==> config.mk <==
export PLATFORM = sky130hd
export DESIGN_NAME = card_port_pin_function_mux
export DESIGN_NICKNAME = d
export VERILOG_FILES = /design/src/pkg/card_mux_pkg.sv /design/src/pkg/pin_sync_if.sv /design/src/hw/pin_filter.sv /design/src/hw/card_port_pin_function_mux.sv
export VERILOG_INCLUDE_DIRS = /design/src /design/src/pkg
export SDC_FILE = /design/constraint.sdc
export NUM_CORES = 1
export LEC_CHECK = 0
export BUFFER_PORTS_ARGS = -buffer_cell sky130_fd_sc_hd__buf_2
export CAP_MARGIN = 20
export CORE_ASPECT_RATIO = 0.9
export CORE_MARGIN = 1.5
export CORE_UTILIZATION = 35
export DETAILED_ROUTE_END_ITERATION = 8
export PLACE_DENSITY_LB_ADDON = 0.2
export SETUP_SLACK_MARGIN = 0.2
export SYNTH_ARGS = -nofsm -noshare
export SYNTH_HDL_FRONTEND = slang
export SYNTH_SLANG_ARGS = --single-unit
export TNS_END_PERCENT = 30
==> constraint.sdc <==
create_clock -name clk -period 1.8 [get_ports clk]
set_input_delay 0.36 -clock clk [delete_from_list [all_inputs] [get_ports clk]]
set_output_delay 0.36 -clock clk [all_outputs]
set_load 0.02 [all_outputs]
==> src/pkg/card_mux_defs.svh <==
// Purpose: offsets, reset values and timing counts of the card port mux
// Assumes: 8-bit register port, 40 MHz clk
// Notes: definitions only
`ifndef CARD_MUX_DEFS_SVH
`define CARD_MUX_DEFS_SVH

// ****************************************
// register offsets
// ****************************************
`define OFS_CTRL 8'h00
`define OFS_CCR 8'h04
`define OFS_J_DATA 8'h08
`define OFS_J_DIR 8'h0c
`define OFS_M_DATA 8'h10
`define OFS_M_DIR 8'h14
`define OFS_P_DATA 8'h18
`define OFS_P_DIR 8'h1c
`define OFS_PORT_E 8'h20
`define OFS_MISC 8'h24
`define OFS_STATUS 8'h28
`define OFS_MASK 8'h2c

// ****************************************
// field positions and reset values
// ****************************************
`define CTRL_SERIAL_EN 0
`define CTRL_SD_EN 1
`define CTRL_NAND_EN 2
`define CTRL_ALT_SEL 3
`define CTRL_PULLUP 4
`define CTRL_RESET 5'h10
`define ST_NMI 0
`define ST_DETECT 1
`define FILT_RESET 18'h20000
`define STRAP_WAIT 3'h4

`endif

==> src/pkg/card_mux_pkg.sv <==
// Purpose: state types of the card port mux
// Assumes: widths of ports J, M and P as built
// Notes: one packed struct holds all state except the input filter's
package card_mux_pkg;

  typedef struct packed {
    logic [4:0] ctrl;
    logic x_mask;
    logic [2:0] j_dat;
    logic [2:0] j_dir;
    logic [5:0] m_dat;
    logic [5:0] m_dir;
    logic [7:0] p_dat;
    logic [7:0] p_dir;
    logic rom_en;
    logic [2:0] strap_cnt;
    logic strap_done;
    logic [1:0] status;
    logic [1:0] mask;
    logic [7:0] rdata;
    logic [2:0] j_out;
    logic [2:0] j_oe;
    logic [5:0] m_out;
    logic [5:0] m_oe;
    logic [7:0] p_out;
    logic [7:0] p_oe;
    logic nmi_last;
    logic cd_last;
  } mux_state_t;

endpackage

==> src/pkg/pin_sync_if.sv <==
// Purpose: raw pin levels in, filtered levels out
// Assumes: one clock
// Notes: used between the mux and its input filter
`timescale 1ns/1ps
interface pin_sync_if #(parameter int W = 18);
  logic [W-1:0] raw;
  logic [W-1:0] clean;
  modport filt (input raw, output clean);
  modport user (output raw, input clean);
endinterface

==> src/hw/pin_filter.sv <==
// Purpose: three-stage input filter for pins
// Assumes: pins are asynchronous to clk
// Notes: a bit changes once stages two and three agree
`timescale 1ns/1ps
module pin_filter
  import card_mux_pkg::*;
#(
  parameter int W = 18,
  parameter logic [W-1:0] RESET_VAL = '0
) (
  // clock and reset
  input wire logic clk,
  input wire logic resetn,
  // pins
  pin_sync_if.filt pins
);

  typedef struct packed {
    logic [W-1:0] s1;
    logic [W-1:0] s2;
    logic [W-1:0] s3;
    logic [W-1:0] clean;
  } filt_state_t;

  filt_state_t st_reg;
  filt_state_t st_next;

  if (W < 1) begin : g_chk
    $error("pin_filter width must be at least one");
  end

  always_comb begin
    st_next = st_reg;
    st_next.s1 = pins.raw;
    st_next.s2 = st_reg.s1;
    st_next.s3 = st_reg.s2;
    st_next.clean = (st_reg.s2 & st_reg.s3) | (st_reg.clean & (st_reg.s2 ^ st_reg.s3));
  end

  always_ff @(posedge clk or negedge resetn) begin
    if (!resetn) begin
      st_reg <= {RESET_VAL, RESET_VAL, RESET_VAL, RESET_VAL};
    end else begin
      st_reg <= st_next;
    end
  end

  assign pins.clean = st_reg.clean;

endmodule

==> src/hw/card_port_pin_function_mux.sv <==
// Purpose: pin function mux for the nmi input and ports J, M and P
// Assumes: card hosts follow the enables held in the control register
// Notes: pin outputs and enables are registered, one cycle behind
//
// What this block does
// - the nmi pin is input only and its level is always readable.
// - the nmi mask bit is set by reset and only software clears it.
// - the nmi request follows a low level on the pin, not an edge.
// - the nmi pull-up is on from reset until software clears its enable.
// - in expanded modes port J bit 2 is caught after reset as the rom enable.
// - with the serial card host on, J2 carries its serial clock.
// - with the serial card host on, J1 carries its two-way data line.
// - with the serial card host on, J0 carries its bus state line.
// - with the sd host on, M5..M2 carry card data bits 3..0.
// - with the sd host on, M1 carries the card clock.
// - with the sd host on, M0 carries the two-way command line.
// - with the nand host on, P7..P0 carry re, we, ale, cle, wp, ce, cd, busy.
// - alternate routing puts high data bit n+8 on P pin n.
// - the nand host wins port P; alternate routing only when it is off.
// - all J, M and P pins are undriven inputs in and just after reset.
// - every unclaimed pin is a software general-purpose pin.
`timescale 1ns/1ps
`include "card_mux_defs.svh"
module card_port_pin_function_mux
  import card_mux_pkg::*;
#(
  parameter int ADDR_W = 8
) (
  // clock and reset
  input wire logic clk,
  input wire logic resetn,
  // register port
  input wire logic [ADDR_W-1:0] reg_addr,
  input wire logic [7:0] reg_wdata,
  input wire logic reg_wr,
  input wire logic reg_rd,
  output logic [7:0] reg_rdata,
  // cpu side
  input wire logic expanded_mode,
  output logic nmi_request,
  output logic irq,
  // nmi pin
  input wire logic nonmaskable_irq_pin,
  output logic port_e_pullup_enable,
  // port pins
  input wire logic [2:0] port_j_in,
  output logic [2:0] port_j_out,
  output logic [2:0] port_j_oe,
  input wire logic [5:0] port_m_in,
  output logic [5:0] port_m_out,
  output logic [5:0] port_m_oe,
  input wire logic [7:0] port_p_in,
  output logic [7:0] port_p_out,
  output logic [7:0] port_p_oe,
  // serial card host
  input wire logic serial_card_clock,
  input wire logic serial_card_data_o,
  input wire logic serial_card_data_oe,
  output logic serial_card_data_i,
  input wire logic serial_card_bus_state,
  // sd card host
  input wire logic sd_card_clock,
  input wire logic sd_card_command_o,
  input wire logic sd_card_command_oe,
  output logic sd_card_command_i,
  input wire logic [3:0] sd_card_data_lines_o,
  input wire logic sd_card_data_lines_oe,
  output logic [3:0] sd_card_data_lines_i,
  // nand card host
  input wire logic nand_card_read_enable,
  input wire logic nand_card_write_enable,
  input wire logic nand_card_addr_latch,
  input wire logic nand_card_cmd_latch,
  input wire logic nand_card_write_protect,
  input wire logic nand_card_chip_enable,
  output logic nand_card_detect,
  output logic nand_card_busy,
  // alternate high data byte
  input wire logic [7:0] alt_data_o,
  input wire logic alt_data_oe,
  output logic [7:0] alt_data_i
);

  mux_state_t st_reg;
  mux_state_t st_next;
  logic [17:0] clean;
  logic nmi_clean;
  logic [2:0] j_clean;
  logic [5:0] m_clean;
  logic [7:0] p_clean;
  logic serial_en;
  logic sd_en;
  logic nand_en;
  logic alt_en;

  if (ADDR_W < 6) begin : g_chk
    $error("register address too narrow for the map");
  end

  // ****************************************
  // helpers
  // ****************************************
  function automatic logic hit(input logic [ADDR_W-1:0] a, input logic [7:0] ofs);
    hit = (a == ADDR_W'(ofs));
  endfunction

  function automatic logic [7:0] port_read(input logic [7:0] dat, input logic [7:0] dir,
                                           input logic [7:0] pin);
    port_read = (dat & dir) | (pin & ~dir);
  endfunction

  // ****************************************
  // input filter
  // ****************************************
  pin_sync_if #(.W(18)) sync_bus ();

  assign sync_bus.raw = {nonmaskable_irq_pin, port_p_in, port_m_in, port_j_in};
  assign clean = sync_bus.clean;
  assign j_clean = clean[2:0];
  assign m_clean = clean[8:3];
  assign p_clean = clean[16:9];
  assign nmi_clean = clean[17];

  pin_filter #(
    .W(18),
    .RESET_VAL(`FILT_RESET)
  ) u_filter (
    .clk(clk),
    .resetn(resetn),
    .pins(sync_bus)
  );

  assign serial_en = st_reg.ctrl[`CTRL_SERIAL_EN];
  assign sd_en = st_reg.ctrl[`CTRL_SD_EN];
  assign nand_en = st_reg.ctrl[`CTRL_NAND_EN];
  assign alt_en = st_reg.ctrl[`CTRL_ALT_SEL] & ~nand_en;

  // ****************************************
  // next state
  // ****************************************
  always_comb begin
    st_next = st_reg;
    st_next.rdata = 8'h00;
    st_next.nmi_last = nmi_clean;
    st_next.cd_last = p_clean[1];

    // register writes
    if (reg_wr) begin
      if (hit(reg_addr, `OFS_CTRL)) begin
        st_next.ctrl = reg_wdata[4:0];
      end
      if (hit(reg_addr, `OFS_CCR) && !reg_wdata[0]) begin
        st_next.x_mask = 1'b0;
      end
      if (hit(reg_addr, `OFS_J_DATA)) begin
        st_next.j_dat = reg_wdata[2:0];
      end
      if (hit(reg_addr, `OFS_J_DIR)) begin
        st_next.j_dir = reg_wdata[2:0];
      end
      if (hit(reg_addr, `OFS_M_DATA)) begin
        st_next.m_dat = reg_wdata[5:0];
      end
      if (hit(reg_addr, `OFS_M_DIR)) begin
        st_next.m_dir = reg_wdata[5:0];
      end
      if (hit(reg_addr, `OFS_P_DATA)) begin
        st_next.p_dat = reg_wdata;
      end
      if (hit(reg_addr, `OFS_P_DIR)) begin
        st_next.p_dir = reg_wdata;
      end
      if (hit(reg_addr, `OFS_MASK)) begin
        st_next.mask = reg_wdata[1:0];
      end
    end

    // register reads, data one cycle later
    if (reg_rd) begin
      case (1'b1)
        hit(reg_addr, `OFS_CTRL): st_next.rdata = {3'h0, st_reg.ctrl};
        hit(reg_addr, `OFS_CCR): st_next.rdata = {7'h00, st_reg.x_mask};
        hit(reg_addr, `OFS_J_DATA): begin
          st_next.rdata = port_read({5'h00, st_reg.j_dat}, {5'h00, st_reg.j_dir},
                                    {5'h00, j_clean});
        end
        hit(reg_addr, `OFS_J_DIR): st_next.rdata = {5'h00, st_reg.j_dir};
        hit(reg_addr, `OFS_M_DATA): begin
          st_next.rdata = port_read({2'h0, st_reg.m_dat}, {2'h0, st_reg.m_dir},
                                    {2'h0, m_clean});
        end
        hit(reg_addr, `OFS_M_DIR): st_next.rdata = {2'h0, st_reg.m_dir};
        hit(reg_addr, `OFS_P_DATA): begin
          st_next.rdata = port_read(st_reg.p_dat, st_reg.p_dir, p_clean);
        end
        hit(reg_addr, `OFS_P_DIR): st_next.rdata = st_reg.p_dir;
        hit(reg_addr, `OFS_PORT_E): st_next.rdata = {7'h00, nmi_clean};
        hit(reg_addr, `OFS_MISC): st_next.rdata = {6'h00, st_reg.strap_done, st_reg.rom_en};
        hit(reg_addr, `OFS_STATUS): st_next.rdata = {6'h00, st_reg.status};
        hit(reg_addr, `OFS_MASK): st_next.rdata = {6'h00, st_reg.mask};
        default: st_next.rdata = 8'h00;
      endcase
    end

    // sticky events, a read clears but a new event wins
    if (reg_rd && hit(reg_addr, `OFS_STATUS)) begin
      st_next.status = 2'h0;
    end
    if (st_reg.nmi_last && !nmi_clean) begin
      st_next.status[`ST_NMI] = 1'b1;
    end
    if (nand_en && (st_reg.cd_last != p_clean[1])) begin
      st_next.status[`ST_DETECT] = 1'b1;
    end

    // rom enable strap, taken once the filter has settled
    if (!st_reg.strap_done) begin
      st_next.strap_cnt = st_reg.strap_cnt + 3'h1;
      if (st_reg.strap_cnt == `STRAP_WAIT) begin
        st_next.strap_done = 1'b1;
        st_next.rom_en = expanded_mode ? j_clean[2] : 1'b1;
      end
    end

    // port J: general purpose unless the serial host claims it
    st_next.j_out = st_reg.j_dat;
    st_next.j_oe = st_reg.j_dir;
    if (serial_en) begin
      st_next.j_out[2] = serial_card_clock;
      st_next.j_oe[2] = 1'b1;
      st_next.j_out[1] = serial_card_data_o;
      st_next.j_oe[1] = serial_card_data_oe;
      st_next.j_out[0] = serial_card_bus_state;
      st_next.j_oe[0] = 1'b1;
    end

    // port M: general purpose unless the sd host claims it
    st_next.m_out = st_reg.m_dat;
    st_next.m_oe = st_reg.m_dir;
    if (sd_en) begin
      st_next.m_out[5:2] = sd_card_data_lines_o;
      st_next.m_oe[5:2] = {4{sd_card_data_lines_oe}};
      st_next.m_out[1] = sd_card_clock;
      st_next.m_oe[1] = 1'b1;
      st_next.m_out[0] = sd_card_command_o;
      st_next.m_oe[0] = sd_card_command_oe;
    end

    // port P: nand host first, then alternate data, then general purpose
    st_next.p_out = st_reg.p_dat;
    st_next.p_oe = st_reg.p_dir;
    if (nand_en) begin
      st_next.p_out[7:2] = {nand_card_read_enable, nand_card_write_enable,
                            nand_card_addr_latch, nand_card_cmd_latch,
                            nand_card_write_protect, nand_card_chip_enable};
      st_next.p_oe = 8'hfc;
      st_next.p_out[1:0] = 2'h0;
    end else if (alt_en) begin
      st_next.p_out = alt_data_o;
      st_next.p_oe = {8{alt_data_oe}};
    end
  end

  // ****************************************
  // state register
  // ****************************************
  always_ff @(posedge clk or negedge resetn) begin
    if (!resetn) begin
      st_reg <= '0;
      st_reg.ctrl <= `CTRL_RESET;
      st_reg.x_mask <= 1'b1;
      st_reg.nmi_last <= 1'b1;
    end else begin
      st_reg <= st_next;
    end
  end

  // ****************************************
  // outputs
  // ****************************************
  assign reg_rdata = st_reg.rdata;
  assign nmi_request = ~nmi_clean & ~st_reg.x_mask;
  assign irq = |(st_reg.status & st_reg.mask);
  assign port_e_pullup_enable = st_reg.ctrl[`CTRL_PULLUP];
  assign port_j_out = st_reg.j_out;
  assign port_j_oe = st_reg.j_oe;
  assign port_m_out = st_reg.m_out;
  assign port_m_oe = st_reg.m_oe;
  assign port_p_out = st_reg.p_out;
  assign port_p_oe = st_reg.p_oe;
  assign serial_card_data_i = j_clean[1];
  assign sd_card_command_i = m_clean[0];
  assign sd_card_data_lines_i = m_clean[5:2];
  assign nand_card_detect = p_clean[1];
  assign nand_card_busy = p_clean[0];
  assign alt_data_i = p_clean;
endmodule

## Yosys cells after proc, flatten, opt, wreduce, memory -nomap -nowiden

Cells that the tools add are included.

| word-level totals | value |
|---|---|
| register bits | 165 |
| input port bits | 66 |
| output and inout bits | 61 |
| word-level logic and storage cells | 107 |

| operators by class | value |
|---|---|
| add/sub/neg operators | 1 |
| eq/ne operators | 13 |
| mux-type cells | 23 |
| bitwise operators | 23 |
| reductions and logical operators | 20 |

Operators by type and width:

| cell | number |
|---|---|
| two-way mux 8 bit | 9 |
| AND 18 bit | 2 |
| equality test 8 x 5 -> 1 bit, second input constant | 4 |
| equality test 8 x 6 -> 1 bit, second input constant | 4 |
| two-way mux 16 bit | 2 |
| AND reduction 2 bit | 10 |
| OR 18 bit | 1 |
| bitwise XOR 18 bit | 1 |
| AND 8 bit | 2 |
| equality test 8 x 4 -> 1 bit, second input constant | 2 |
| two-way mux 12 bit | 1 |
| two-way mux 2 bit | 5 |
| AND 3 x 8 -> 8 bit | 1 |
| AND 6 x 8 -> 8 bit | 1 |
| equality test 8 x 3 -> 1 bit, second input constant | 1 |
| logical NOT 8 bit | 1 |
| NOT 3 -> 8 bit | 1 |
| NOT 6 -> 8 bit | 1 |
| NOT 8 bit | 1 |
| OR 3 x 8 -> 8 bit | 1 |
| OR 6 x 8 -> 8 bit | 1 |
| OR 8 bit | 1 |
| AND 6 bit | 1 |
| two-way mux 6 bit | 1 |
| other kinds (12) | 25 |

## Longest topological paths before layout

Gate-level depths: netlist (run 1).

| depth | value |
|---|---|
| depth in word-level cells | 14 |
| depth in mapped cells | 7 |
| gate-level depth less buffers | 5 |

## By module

A second synthesis (run 1) with hierarchy kept.

| second synthesis, totals | value |
|---|---|
| cells, all modules | 523 |
| area total of the unflattened synthesis | 6842.8 um2 |

Modules (own cells, without submodules):

| module | times used | cells each | area each (um2) | sequential area each (um2) |
|---|---|---|---|---|
| card_port_pin_function_mux | 1 | 397 | 4540.6 | 2331.0 |
| pin_filter | 1 | 126 | 2302.2 | 1806.7 |

## Worst setup path before layout (run 1)

OpenSTA, ideal clock, no wires.

| timing path | value |
|---|---|
| path type | input port to flip-flop |
| start | in reg_addr[5] |
| end | reg st_reg[70] in the netlist's numbering |
| setup time | 0.125 ns |
| arrival time | 1.489 ns |
| required time | 1.675 ns |
| slack | 0.186 ns |
| cell stages on the path | 4 |
| path buffers | 0 |
| path through | nor4b_4 -> nand2_1 -> nor2_4 -> mux2_2 |

| between the ends | value |
|---|---|
| longest elaborated chain between the ends | 2 |

RTL lines:

| item | line | RTL |
|---|---|---|
| start, declared | card_port_pin_function_mux.sv:33 | `input wire logic [ADDR_W-1:0] reg_addr,` |
| equality test 8 x 5 -> 1 bit | card_port_pin_function_mux.sv:104 | `hit = (a == ADDR_W'(ofs));` |
| AND reduction 2 bit (no line) | -- |  |
| end signal, assigned | card_port_pin_function_mux.sv:274 | `st_reg <= st_next;` |
| end, declared | card_port_pin_function_mux.sv:84 | `mux_state_t st_reg;` |

No other way between the ends.
A chain may end at the register's enable or synchronous reset.

## Worst setup path in the final report (run 1)

| timing path | value |
|---|---|
| start | reg st_reg[45] in the netlist's numbering |
| end | out irq |

| between the ends | value |
|---|---|
| longest elaborated chain between the ends | 2 |

RTL lines:

| item | line | RTL |
|---|---|---|
| AND 2 bit | card_port_pin_function_mux.sv:283 | `assign irq = \|(st_reg.status & st_reg.mask);` |
| OR reduction 2 bit | card_port_pin_function_mux.sv:283 |  |
| end, declared | card_port_pin_function_mux.sv:41 | `output logic irq,` |

No other way between the ends.

==> results of run 1 <==
## power groups by stage
stage / Combinational (µW) / Sequential (µW) / Clock, µW
3_3_place_gp: 921 / 4190 / 0
5_1_grt: 1040 / 4150 / 4180
4_1_cts: 963 / 4130 / 4030
6_report: 942 / 4120 / 3920
3_5_place_dp: 939 / 4200 / 0
2_1_floorplan: 605 / 4140 / 0
## metrics by stage
stage / TNS (ns) / total power, µW
floorplan: 0 / 4740
global placement: -0.450 / 5110
detailed placement: -0.581 / 5140
CTS: 0 / 9120
global route: 0 / 9370
finish: 0 / 8990
## synthesized netlist by cell type (6+ instances only)
cell type / instances / area [µm²]
sky130_fd_sc_hd__mux2i_1: 12 / 120
sky130_fd_sc_hd__inv_1: 15 / 56.3
sky130_fd_sc_hd__nand2b_1: 6 / 37.5
sky130_fd_sc_hd__mux2_2: 39 / 439
sky130_fd_sc_hd__clkbuf_1: 10 / 37.5
sky130_fd_sc_hd__a21oi_1: 9 / 45.0
sky130_fd_sc_hd__buf_4: 55 / 413
sky130_fd_sc_hd__ha_1: 20 / 250
sky130_fd_sc_hd__nor2_1: 12 / 45.0
sky130_fd_sc_hd__nand3_1: 13 / 65.1
sky130_fd_sc_hd__o21ai_0: 44 / 220
sky130_fd_sc_hd__dfrtp_1: 158 / 3950
sky130_fd_sc_hd__nand2_1: 40 / 150
sky130_fd_sc_hd__dfstp_2: 7 / 184
sky130_fd_sc_hd__a21o_1: 21 / 158
## critical path: stages, from the launching register on
cell	delay, ns
sky130_fd_sc_hd__dfrtp_1	0.40
sky130_fd_sc_hd__a22o_1	0.23
sky130_fd_sc_hd__buf_2	0.16
## path summary, 6_finish.rpt
path / from / endpoint / slack [ns]
max: st_reg[45] / irq / 0.23
min: nonmaskable_irq_pin / u_filter.st_next[53] / 0.02
max reg2reg: st_reg[48] / reg_rdata[1] / 0.32
min reg2reg: u_filter.st_next[43] / u_filter.st_next[25] / 0.35
max in group asynchronous: resetn / port_p_oe[7] / 0.69
min in group asynchronous: resetn / st_reg[49] / 0.45
## metal layers
metal / vias to the layer above / share of wire [%] / track usage [%]
met3: 13 / 4.7 / 3.50
met1: 2189 / 47 / 24.6
li1: 2052 / - / -
met4: 0 / 1.0 / 5.23
met2: 108 / 47 / 27.7
met5: - / 0 / 0
## what timing repair did
| item | 4_1_cts | 5_1_grt |
|---|---|---|
| setup buffers | 1 | 0 |
| setup endpoints to repair | 1 | 4 |
| pin swaps | 0 | 0 |
| endpoints found under the hold margin | 43 | 0 |
| cloned | 0 | 0 |
| resized for setup | 0 | 1 |
| hold buffers | 1 | 0 |
## cell families (layout without fill, tap and decap cells)
family,after synthesis,count (layout),synth area share (%)
adders and majority gates,20,20,3.67
xor gates and xnor gates,3,3,0.385
muxes,57,57,9.63
AOI/OAI and AO/OA,100,100,9.36
buffers and inverters,85,227,7.78
and+or+nand+nor,101,101,8.51
DFF,165,165,60.7
## cell type report
| class | count | area, µm² |
|---|---|---|
| clock inverter | 13 | 195 |
| timing repair buffer | 179 | 1100 |
| fill | 1804 | 10800 |
| tap | 250 | 313 |
| multi-input combinational | 281 | 2160 |
| sequential | 165 | 4140 |
| inverter | 16 | 60.1 |
| clock buffer | 19 | 443 |
## cells in the final DEF, fill, tap and decap left out, types with 3 or more instances in the layout
cell,instances
sky130_fd_sc_hd__a21o_1,21
sky130_fd_sc_hd__a21oi_1,9
sky130_fd_sc_hd__a22o_1,3
sky130_fd_sc_hd__buf_12,5
sky130_fd_sc_hd__buf_2,125
sky130_fd_sc_hd__buf_4,47
sky130_fd_sc_hd__bufinv_16,4
sky130_fd_sc_hd__clkbuf_16,17
sky130_fd_sc_hd__dfrtp_1,158
sky130_fd_sc_hd__dfstp_2,7
sky130_fd_sc_hd__ha_1,20
sky130_fd_sc_hd__inv_1,15
sky130_fd_sc_hd__inv_6,3
sky130_fd_sc_hd__mux2_2,39
sky130_fd_sc_hd__mux2_4,5
sky130_fd_sc_hd__mux2i_1,12
sky130_fd_sc_hd__nand2_1,39
sky130_fd_sc_hd__nand2b_1,6
sky130_fd_sc_hd__nand3_1,13
sky130_fd_sc_hd__nor2_1,12
sky130_fd_sc_hd__nor2b_1,3
sky130_fd_sc_hd__o21ai_0,44
sky130_fd_sc_hd__o22ai_1,5
sky130_fd_sc_hd__or2_2,3
==> run summary, run 1 <==
The flow ran to the end, and the final reports show no timing, DRC or antenna violations. The total of endpoints with negative setup slack in the final report came out at 0. Once detail routing completed, the nets flagged for antenna violations numbered 0. The worst clock skew came out at 0.00855 ns. At the end of the flow the core is filled with cells to 43.9%. The switching share of total power came out at between 20 and 25%.

The part of the power in the clock network is a little over two fifths. The final max-slew violation count came to 0. The cell count after synthesis is 531. The clock transition at the register clock pins on the worst setup and hold paths after CTS came out at 0.07 ns.

For this run, design rule violations remaining after detail routing come to 0. The power spent charging and discharging nets came out at 2240 µW. The number of unique standard cell types used by synthesis came out at 54.

TritonCTS built the clock tree. For the pin with the worst max-slew slack, the measured transition is 0.658 ns. The number of antenna violations at the first check in global routing came out at 0.

The proportion of register bits with asynchronous set or reset after synthesis came out at 100%. The kind of path behind the tightest hold check is in -> reg. Headroom to the max-slew limit came out at a little under three fifths. The data required time of the critical path is 1.44 ns. From synthesis to final layout, the design area changed by 23.3%.

The maximum fanout along the worst path came out at 3. The wire length of the first global-routing pass came out at 26.1 mm. The leftover overflow at the end of global routing is 0. The total iterations of the first detailed-routing run came out at 4. The standby leakage power is 0.00417 µW.

The maximum number of pins on one net before global-route repair is 52. The die span in x came out at around 150 µm. The number of clock sinks seen by CTS is 165.

The global router's overall resource usage came out at 17.6%. The critical path is of the reg -> out type. In this run the mean area of a mapped cell was 12.8 µm².

During I/O placement, the number of pins put on the boundary was 127. The row count came out at 48. OpenSTA, run right after detailed placement, puts the worst setup slack at -0.0541 ns.

Across all setup checks in the final design, the least slack found is 0.228 ns. After detailed routing, the average wire length per cell comes to 18.1 µm. The number of input and output port buffers inserted is about 130. The via count of the first global-routing pass was approximately 4600.

The y dimension of the die came out at 135 µm. For this block, the routed nets add up to 16.7 mm of wire. The final hold violation count is 0. The post-synth net total is about 620. The fraction of power consumed by combinational cells is between 10% and 20%. After layout, the minimum clock period comes to roughly 1.6 ns. The final clock period utilization by the worst path is between 80% and 90%. The latest clock arrival within the worst-skew pair came out at 0.43 ns. The area inside the core boundary is 0.0192 mm². Counting the buffers created by CTS gives 17.

Along the worst hold path, the cell count comes to 1. The number of buffers between clock root and the deepest sink came out at 2. The internal power consumption is 6750 µW. In this run the cell area measured after placement is 0.00775 mm². The arrival time at the worst endpoint is 1.21 ns. The area of the die is 0.0203 mm². The final weighted congestion of routability-driven global placement is 0.864.

Static timing analysis puts the maximum clock frequency at 0.636 GHz. The tree is rooted in a sky130_fd_sc_hd__clkbuf_16. After routing the design area is 0.00841 mm². The maximum ir drop on the vdd rail came out at 0.616 mV. The post-DP HPWL is ~13 mm. The worst hold slack came out at 0.0249 ns.

The detailed router finished its first iteration with ~160 violations. The element type at the critical path start is a register. The number of antenna repair diodes is 0. Once the floorplan was initialized, standard cells occupied 35.6% of the core. Setup repair after global routing could not meet its margin everywhere. The warning count from the yosys run came out at 0.

Dividing total power by cell area gives a power density of 1070 mW/mm². The net count of the finished layout is 746. The mean number of vias per cell came out at between 4 and 5. The category of the worst setup path capture point is an output port. The part of the Yosys area used for sequential elements came out at ~61%.

The register with the most flip-flops in the layout has 47 of them. The fraction of layout cells with a size suffix above 1 is a little over two fifths. The sequential share of power came out at 45.9%. The synthesized cell area is 0.00682 mm².

Detailed routing inserted a total of ~4400 vias. The most used flip-flop cell after synthesis is sky130_fd_sc_hd__dfrtp_1. The number of cells in the design after placement came out at a little under 900. The count of max-cap constraint violations is 0. The number of enable flip-flop cells after synthesis came out at 0.

The synthesized flop and latch total is roughly 170. The number of H-tree levels is 4. The worst reg-to-reg path cell count came out at 5. Excluding fillers, the count of instances in the completed layout stands at 923.
Note: power is estimated with default switching activity, not from simulation.
==> inputs of run 2 (changes only) <==
--- a/config.mk
+++ b/config.mk
@@ -8,7 +8,6 @@
 export LEC_CHECK = 0
 export BUFFER_PORTS_ARGS = -buffer_cell sky130_fd_sc_hd__buf_2
 export CAP_MARGIN = 20
-export CORE_ASPECT_RATIO = 0.9
 export CORE_MARGIN = 1.5
 export CORE_UTILIZATION = 35
 export DETAILED_ROUTE_END_ITERATION = 8
==> run summary, run 2 (synthesis gave the netlist of run 1 again) <==
The power per standard cell area came out at 1050 mW/mm² (was 1070 mW/mm²). The power spent charging and discharging nets is 2200 µW (was 2240 µW). The maximum ir drop on the vdd rail came out at 0.631 mV (was 0.616 mV). The total iterations of the first detailed-routing run is 4 (unchanged). The worst setup path category was reg -> out (unchanged). The leftover overflow at the end of global routing was 0 (unchanged). The category of the worst setup path capture point is an output port (unchanged). The final max-slew violation count is 0 (unchanged). The final clock period utilization by the worst path is 86.7% (was 87.3%). The detailed-route wire length per cell is 17.7 µm (was 18.1 µm). Most frequent cells in the layout: sky130_fd_sc_hd__dfrtp_1, sky130_fd_sc_hd__buf_2, sky130_fd_sc_hd__o21ai_0 (was sky130_fd_sc_hd__dfrtp_1, sky130_fd_sc_hd__buf_2, sky130_fd_sc_hd__buf_4, sky130_fd_sc_hd__o21ai_0). The total wire length is 16.3 mm (was 16.7 mm).

The timing-limited maximum frequency came out at 0.640 GHz (was 0.636 GHz). The remaining antenna violation count is 0 (unchanged). The kind of path behind the tightest hold check is in -> reg (unchanged).

The post-DP HPWL is 12.3 mm (was 12.7 mm). The TritonCTS buffer count came out at 17 (unchanged). The element type at the critical path start is a register (unchanged). The clock transition at the register clock pins on the worst setup and hold paths after CTS is 0.07 ns (about the same). The maximum number of pins on one net before global-route repair is 49 (was 52). The number of cells in the design after placement is 890 (was 889). The worst hold slack came out at 0.0335 ns (was 0.0249 ns). The die span in x is 143 µm (was 150 µm).

The detailed-route via count came out at 4315 (was 4362). The worst clock skew was 0.00972 ns (was 0.00855 ns). The final non-filler cell total came out at 924 (was 923).

The mean number of vias per cell came to 4.67 (was 4.73). The arrival time at the worst endpoint is 1.20 ns (was 1.21 ns). The post-route worst setup slack is 0.239 ns (was 0.228 ns).

The transition time at the pin with the least slew margin is 0.591 ns (was 0.658 ns). The number of filler instances in the final layout was 1812 (was 1804). The area of placed instances came out at 0.00768 mm² (was 0.00775 mm²).

The flip-flop count of the largest register after layout is 47 (unchanged). The starting density of the core was 36.1% (was 35.6%). The most frequent standard cell in the layout excluding fill and tap cells is sky130_fd_sc_hd__dfrtp_1 (unchanged). The post-place setup slack is -0.116 ns (was -0.0541 ns). The number of H-tree levels is 4 (unchanged).

The total of endpoints with negative setup slack in the final report came out at 0 (unchanged). The number of clock sinks seen by CTS is 165 (unchanged). The clock period minus worst slack was 1.56 ns (was 1.57 ns).

The number of buffers between clock root and the deepest sink came out at 2 (unchanged). The number of antenna repair diodes came out at 0 (unchanged). The internal power consumption is 6520 µW (was 6750 µW). The number of antenna violations at the first check in global routing was 0 (unchanged). The row count came out at 50 (was 48). The final hold violation count is 0 (unchanged).

The number of nets in the layout was 737 (was 746). The wire length of the first global-routing pass is 25.8 mm (was 26.1 mm). The standby leakage power came out at 0.00411 µW (was 0.00417 µW). The latest clock arrival within the worst-skew pair is 0.43 ns (about the same).

The total non-filler cell area in the finished layout is 0.00832 mm² (was 0.00841 mm²). The DRC violation total after the first TritonRoute iteration is 160 (was 161). The count of max-cap constraint violations came out at 0 (unchanged).

The global router's overall resource usage came out at 17.2% (was 17.6%). The final sum of negative setup slack came to 0 ns (unchanged). The via count of the first global-routing pass came out at 4513 (was 4555). The part of the power in the clock network came out at 42.3% (was 43.6%). The maximum fanout along the worst path came out at 2 (was 3). The signed area change from the synthesized netlist to the final layout came out at 21.9% (was 23.3%). The final weighted congestion of routability-driven global placement was 0.825 (was 0.864).

The number of input and output port buffers inserted was 126 (unchanged). The total DRC errors in the routed layout was 0 (unchanged). The y dimension of the die was 143 µm (was 135 µm). The fraction of layout cells with a size suffix above 1 is 41.0% (was 41.6%).

Status: finished, final reports clean (unchanged). The area of the die came out at 0.0203 mm² (about the same). RSZ-0062 raised after global routing: true (unchanged).

The TritonCTS clock tree is built (unchanged). The switching share of total power came out at 25.2% (was 24.9%). The relative slew slack is 60.6% (was 56.1%). The root buffer cell is sky130_fd_sc_hd__clkbuf_16 (unchanged). The sequential share of power came out at 47.2% (was 45.9%). The number of primary I/O pins is 127 (unchanged). The data required time of the critical path is 1.44 ns (about the same). The fraction of power consumed by combinational cells came to 10.5% (about the same). The area inside the core boundary is 0.0189 mm² (was 0.0192 mm²).
==> run 2: cell types whose count changed in the layout (fill, tap and decap cells not counted), sizes merged <==
cell      change
clkbuf        +1
clkinvlp      +1
clkinv        +1
buf           -9
bufinv        -2
inv           -1
==> run 2: worst paths after layout <==
kind | startpoint | cells after the start | endpoint | slack, ns
max in group asynchronous | resetn | 3 | u_filter.st_next[53] | 0.77
min in group asynchronous | resetn | 2 | port_j_out[0] | 0.40
setup reg to reg | st_reg[69] | 5 | reg_rdata[0] | 0.28
hold / removal | port_j_in[1] | 1 | u_filter.st_next[37] | 0.03
hold reg to reg | u_filter.st_next[48] | 0 | u_filter.st_next[30] | 0.35
setup / recovery | st_reg[47] | 2 | irq | 0.24
==> run 2: timing repair <==
action / 4_1_cts / 5_1_grt
gates resized for setup: 0 / 1
hold buffers: 1 / 0
setup buffers: 1 / 0
endpoints found under the hold margin: 29 / 0
setup endpoints to repair: 1 / 4
==> run 2: final cells by class <==
type | count | area (µm²) | area share, %
sequential | 165 | 4140 | 49.8
multi-input combinational | 281 | 2160 | 26.0
timing repair buffer | 170 | 1020 | 12.3
clock buffer | 20 | 467 | 5.61
tap | 260 | 325 | 3.91
clock inverter | 12 | 145 | 1.75
inverter | 16 | 60.1 | 0.722
==> run 2: per-layer routing <==
| metal | track usage, % | wire length, µm | vias to the layer above |
|---|---|---|---|
| met5 | 0 | 0 | - |
| met1 | 22.6 | 7520 | 2156 |
| met2 | 28.1 | 7880 | 111 |
| li1 | - | - | 2035 |
| met4 | 4.56 | 155 | 0 |
| met3 | 4.58 | 755 | 13 |
==> run 2: metrics by stage <==
step | power (µW) | util (%)
finish | 8720 | 44.0
detailed placement | 5100 | 40.6
floorplan | 4740 | -
global placement | 5080 | 40.6
global route | 9130 | 44.0
CTS | 8870 | 44.0
==> run 2: worst max-delay path, stage by stage, from the launching register on <==
cell and delay (ns):
sky130_fd_sc_hd__dfrtp_1 0.38, sky130_fd_sc_hd__a22o_1 0.24, sky130_fd_sc_hd__buf_2 0.16
==> run 2: power by group through the flow <==
stage | clock [µW] | sequential (µW) | combinational [µW]
final | 3690 | 4120 | 915
after CTS | 3810 | 4120 | 934
after global placement | 0 | 4180 | 893
after floorplan | 0 | 4140 | 605
after detailed placement | 0 | 4190 | 910
after global routing | 3970 | 4150 | 1010
==> inputs of run 3 (changes only) <==
--- a/config.mk
+++ b/config.mk
@@ -9,7 +9,7 @@
 export BUFFER_PORTS_ARGS = -buffer_cell sky130_fd_sc_hd__buf_2
 export CAP_MARGIN = 20
 export CORE_MARGIN = 1.5
-export CORE_UTILIZATION = 35
+export CORE_UTILIZATION = 41
 export DETAILED_ROUTE_END_ITERATION = 8
 export PLACE_DENSITY_LB_ADDON = 0.2
 export SETUP_SLACK_MARGIN = 0.2
==> run summary, run 3 (synthesis gave the netlist of run 1 again) <==
The total iterations of the first detailed-routing run came to 4 (unchanged). The final clock period utilization by the worst path is 87.4% (was 86.7%). The total of endpoints with negative setup slack in the final report is 0 (unchanged). The detailed-route via count is 4336 (was 4315). The sequential share of power came out at 47.5% (was 47.2%). The root buffer cell is sky130_fd_sc_hd__clkbuf_16 (unchanged). The TritonCTS buffer count is 17 (unchanged). The internal power consumption is 6530 µW (was 6520 µW). The relative slew slack is 57.2% (was 60.6%).

The remaining antenna violation count came out at 0 (unchanged). The data required time of the critical path came out at 1.44 ns (about the same). Most frequent cells in the layout: sky130_fd_sc_hd__dfrtp_1, sky130_fd_sc_hd__buf_2, sky130_fd_sc_hd__o21ai_0, sky130_fd_sc_hd__buf_4 (was sky130_fd_sc_hd__dfrtp_1, sky130_fd_sc_hd__buf_2, sky130_fd_sc_hd__o21ai_0). The number of filler instances in the final layout came to 1429 (was 1812). The flip-flop count of the largest register after layout came out at 47 (unchanged). The final sum of negative setup slack is 0 ns (unchanged). The number of buffers between clock root and the deepest sink is 2 (unchanged). The post-place setup slack was -0.0914 ns (was -0.116 ns). The leftover overflow at the end of global routing is 0 (unchanged).

The category of the worst setup path capture point is an output port (unchanged). The maximum number of pins on one net before global-route repair is 60 (was 49). The detailed-route wire length per cell came out at 18.2 µm (was 17.7 µm). The number of primary I/O pins is 127 (unchanged).

The start point of the critical path is st_reg[45] (was st_reg[47]). The post-route worst setup slack is 0.227 ns (was 0.239 ns). Status: finished, final reports clean (unchanged). The signed area change from the synthesized netlist to the final layout is 20.5% (was 21.9%). The power spent charging and discharging nets is 2140 µW (was 2200 µW).

The total DRC errors in the routed layout is 0 (unchanged). The count of max-cap constraint violations is 0 (unchanged). The register-to-register path setup slack is 0.34 ns (was 0.28 ns). The number of nets in the layout came to 736 (was 737). The number of input and output port buffers inserted came out at 126 (unchanged). The area inside the core boundary is 0.0161 mm² (was 0.0189 mm²). The TritonCTS clock tree is built (unchanged). The launch instance of the worst register-to-register path is u_filter.pins.clean[17] (was st_reg[69]). The worst reg-to-reg path cell count was 5 (unchanged). The final max-slew violation count is 0 (unchanged).

The fraction of power consumed by combinational cells came to 10.5% (about the same). The number of antenna repair diodes is 0 (unchanged). The wire length of the first global-routing pass is 25.9 mm (was 25.8 mm). The final weighted congestion of routability-driven global placement is 0.887 (was 0.825). The standby leakage power is 0.00410 µW (was 0.00411 µW). The total wire length is 16.0 mm (was 16.3 mm). The area of the die was 0.0174 mm² (was 0.0203 mm²). The final hold violation count came out at 0 (unchanged). The number of antenna violations at the first check in global routing is 0 (unchanged). The maximum ir drop on the vdd rail came out at 0.640 mV (was 0.631 mV). The starting density of the core came out at 42.5% (was 36.1%). The row count is 46 (was 50). The kind of path behind the tightest hold check is in -> reg (unchanged). The critical register-to-register path endpoint was reg_rdata[0] (unchanged). RSZ-0062 raised after global routing: true (unchanged). The arrival time at the worst endpoint came out at 1.21 ns (was 1.20 ns).

The maximum fanout along the worst path is 3 (was 2). The transition time at the pin with the least slew margin is 0.641 ns (was 0.591 ns). The worst setup path category is reg -> out (unchanged). The latest clock arrival within the worst-skew pair is 0.42 ns (was 0.43 ns). The post-DP HPWL was 11.7 mm (was 12.3 mm). The worst clock skew came out at 0.00685 ns (was 0.00972 ns). The DRC violation total after the first TritonRoute iteration is 199 (was 160). The y dimension of the die is 132 µm (was 143 µm). The timing-limited maximum frequency was 0.636 GHz (was 0.640 GHz).

The global router's overall resource usage came to 19.6% (was 17.2%). The number of clock sinks seen by CTS came out at 165 (unchanged). The number of H-tree levels came to 4 (unchanged). The element type at the critical path start was a register (unchanged).

The clock transition at the register clock pins on the worst setup and hold paths after CTS came out at 0.06 ns (was 0.07 ns). The switching share of total power came out at 24.7% (was 25.2%). The power per standard cell area came out at 1060 mW/mm² (was 1050 mW/mm²). The part of the power in the clock network is 42.0% (was 42.3%). The die span in x is 132 µm (was 143 µm). The mean number of vias per cell is 4.93 (was 4.67). The most frequent standard cell in the layout excluding fill and tap cells is sky130_fd_sc_hd__dfrtp_1 (unchanged). The clock period minus worst slack is 1.57 ns (was 1.56 ns). The via count of the first global-routing pass came to 4734 (was 4513). The fraction of layout cells with a size suffix above 1 is 40.9% (was 41.0%). The launch point of the worst hold path is nonmaskable_irq_pin (was port_j_in[1]). The capturing element of the worst setup path is irq (unchanged).
-- run 3: power by group through the flow --
stage | Sequential [µW] | Clock, µW | Combinational, µW
4_1_cts | 4120 | 3750 | 928
3_5_place_dp | 4190 | 0 | 902
6_report | 4120 | 3650 | 911
5_1_grt | 4150 | 3910 | 1000
3_3_place_gp | 4180 | 0 | 884
2_1_floorplan | 4140 | 0 | 605
-- run 3: final cells by class --
class	instances	area [µm²]	area share, %
clock buffers	21	480	5.85
clock inverters	11	124	1.51
inverters	16	60.1	0.731
multi-input cells	281	2150	26.2
flip-flops and latches	165	4140	50.4
well taps	216	270	3.29
repair buffers	169	990	12.0
-- run 3: worst min path at each step --
stage	end	slack, ns	cells after the start
floorplan	nand_en	0.06	0
global placement	u_filter.st_next[18]	0.28	1
detailed placement	u_filter.st_reg[18]	0.28	1
CTS	u_filter.st_next[53]	0.02	1
global route	u_filter.st_next[40]	0.02	1
finish	u_filter.st_next[53]	0.03	1
-- run 3: what timing repair did --
item                       in CTS  in global routing
pin swaps                       0                  0
buffers inserted                1                  0
gates resized for setup         1                  1
hold endpoints to repair       24                  0
setup endpoints to repair       1                  2
hold buffers                    1                  0
-- run 3: critical path: stages (launching register included) --
cell	delay (ns)
sky130_fd_sc_hd__dfrtp_1	0.40
sky130_fd_sc_hd__a22o_1	0.23
sky130_fd_sc_hd__buf_4	0.16
-- run 3: layer usage --
metal	vias to the layer above	GRT usage, %	part of all wire [%]
met4	0	7.04	1.5
met1	2183	25.7	46
li1	2036	-	-
met3	18	3.96	3.8
met5	-	0	0
met2	99	32.2	49
-- run 3: metrics by stage --
stage | total power, µW | area (µm²) | utilization, % | instances | hold slack, ns
6_report | 8680 | 8220 | 51.2 | 879 | 0.0335
5_1_grt | 9060 | 8220 | 51.2 | 879 | 0.0165
2_1_floorplan | 4740 | 6820 | - | 531 | 0.0644
3_3_place_gp | 5070 | 7590 | 47.3 | 845 | 0.277
3_5_place_dp | 5090 | 7590 | 47.3 | 845 | 0.278
4_1_cts | 8800 | 8220 | 51.2 | 879 | 0.0166
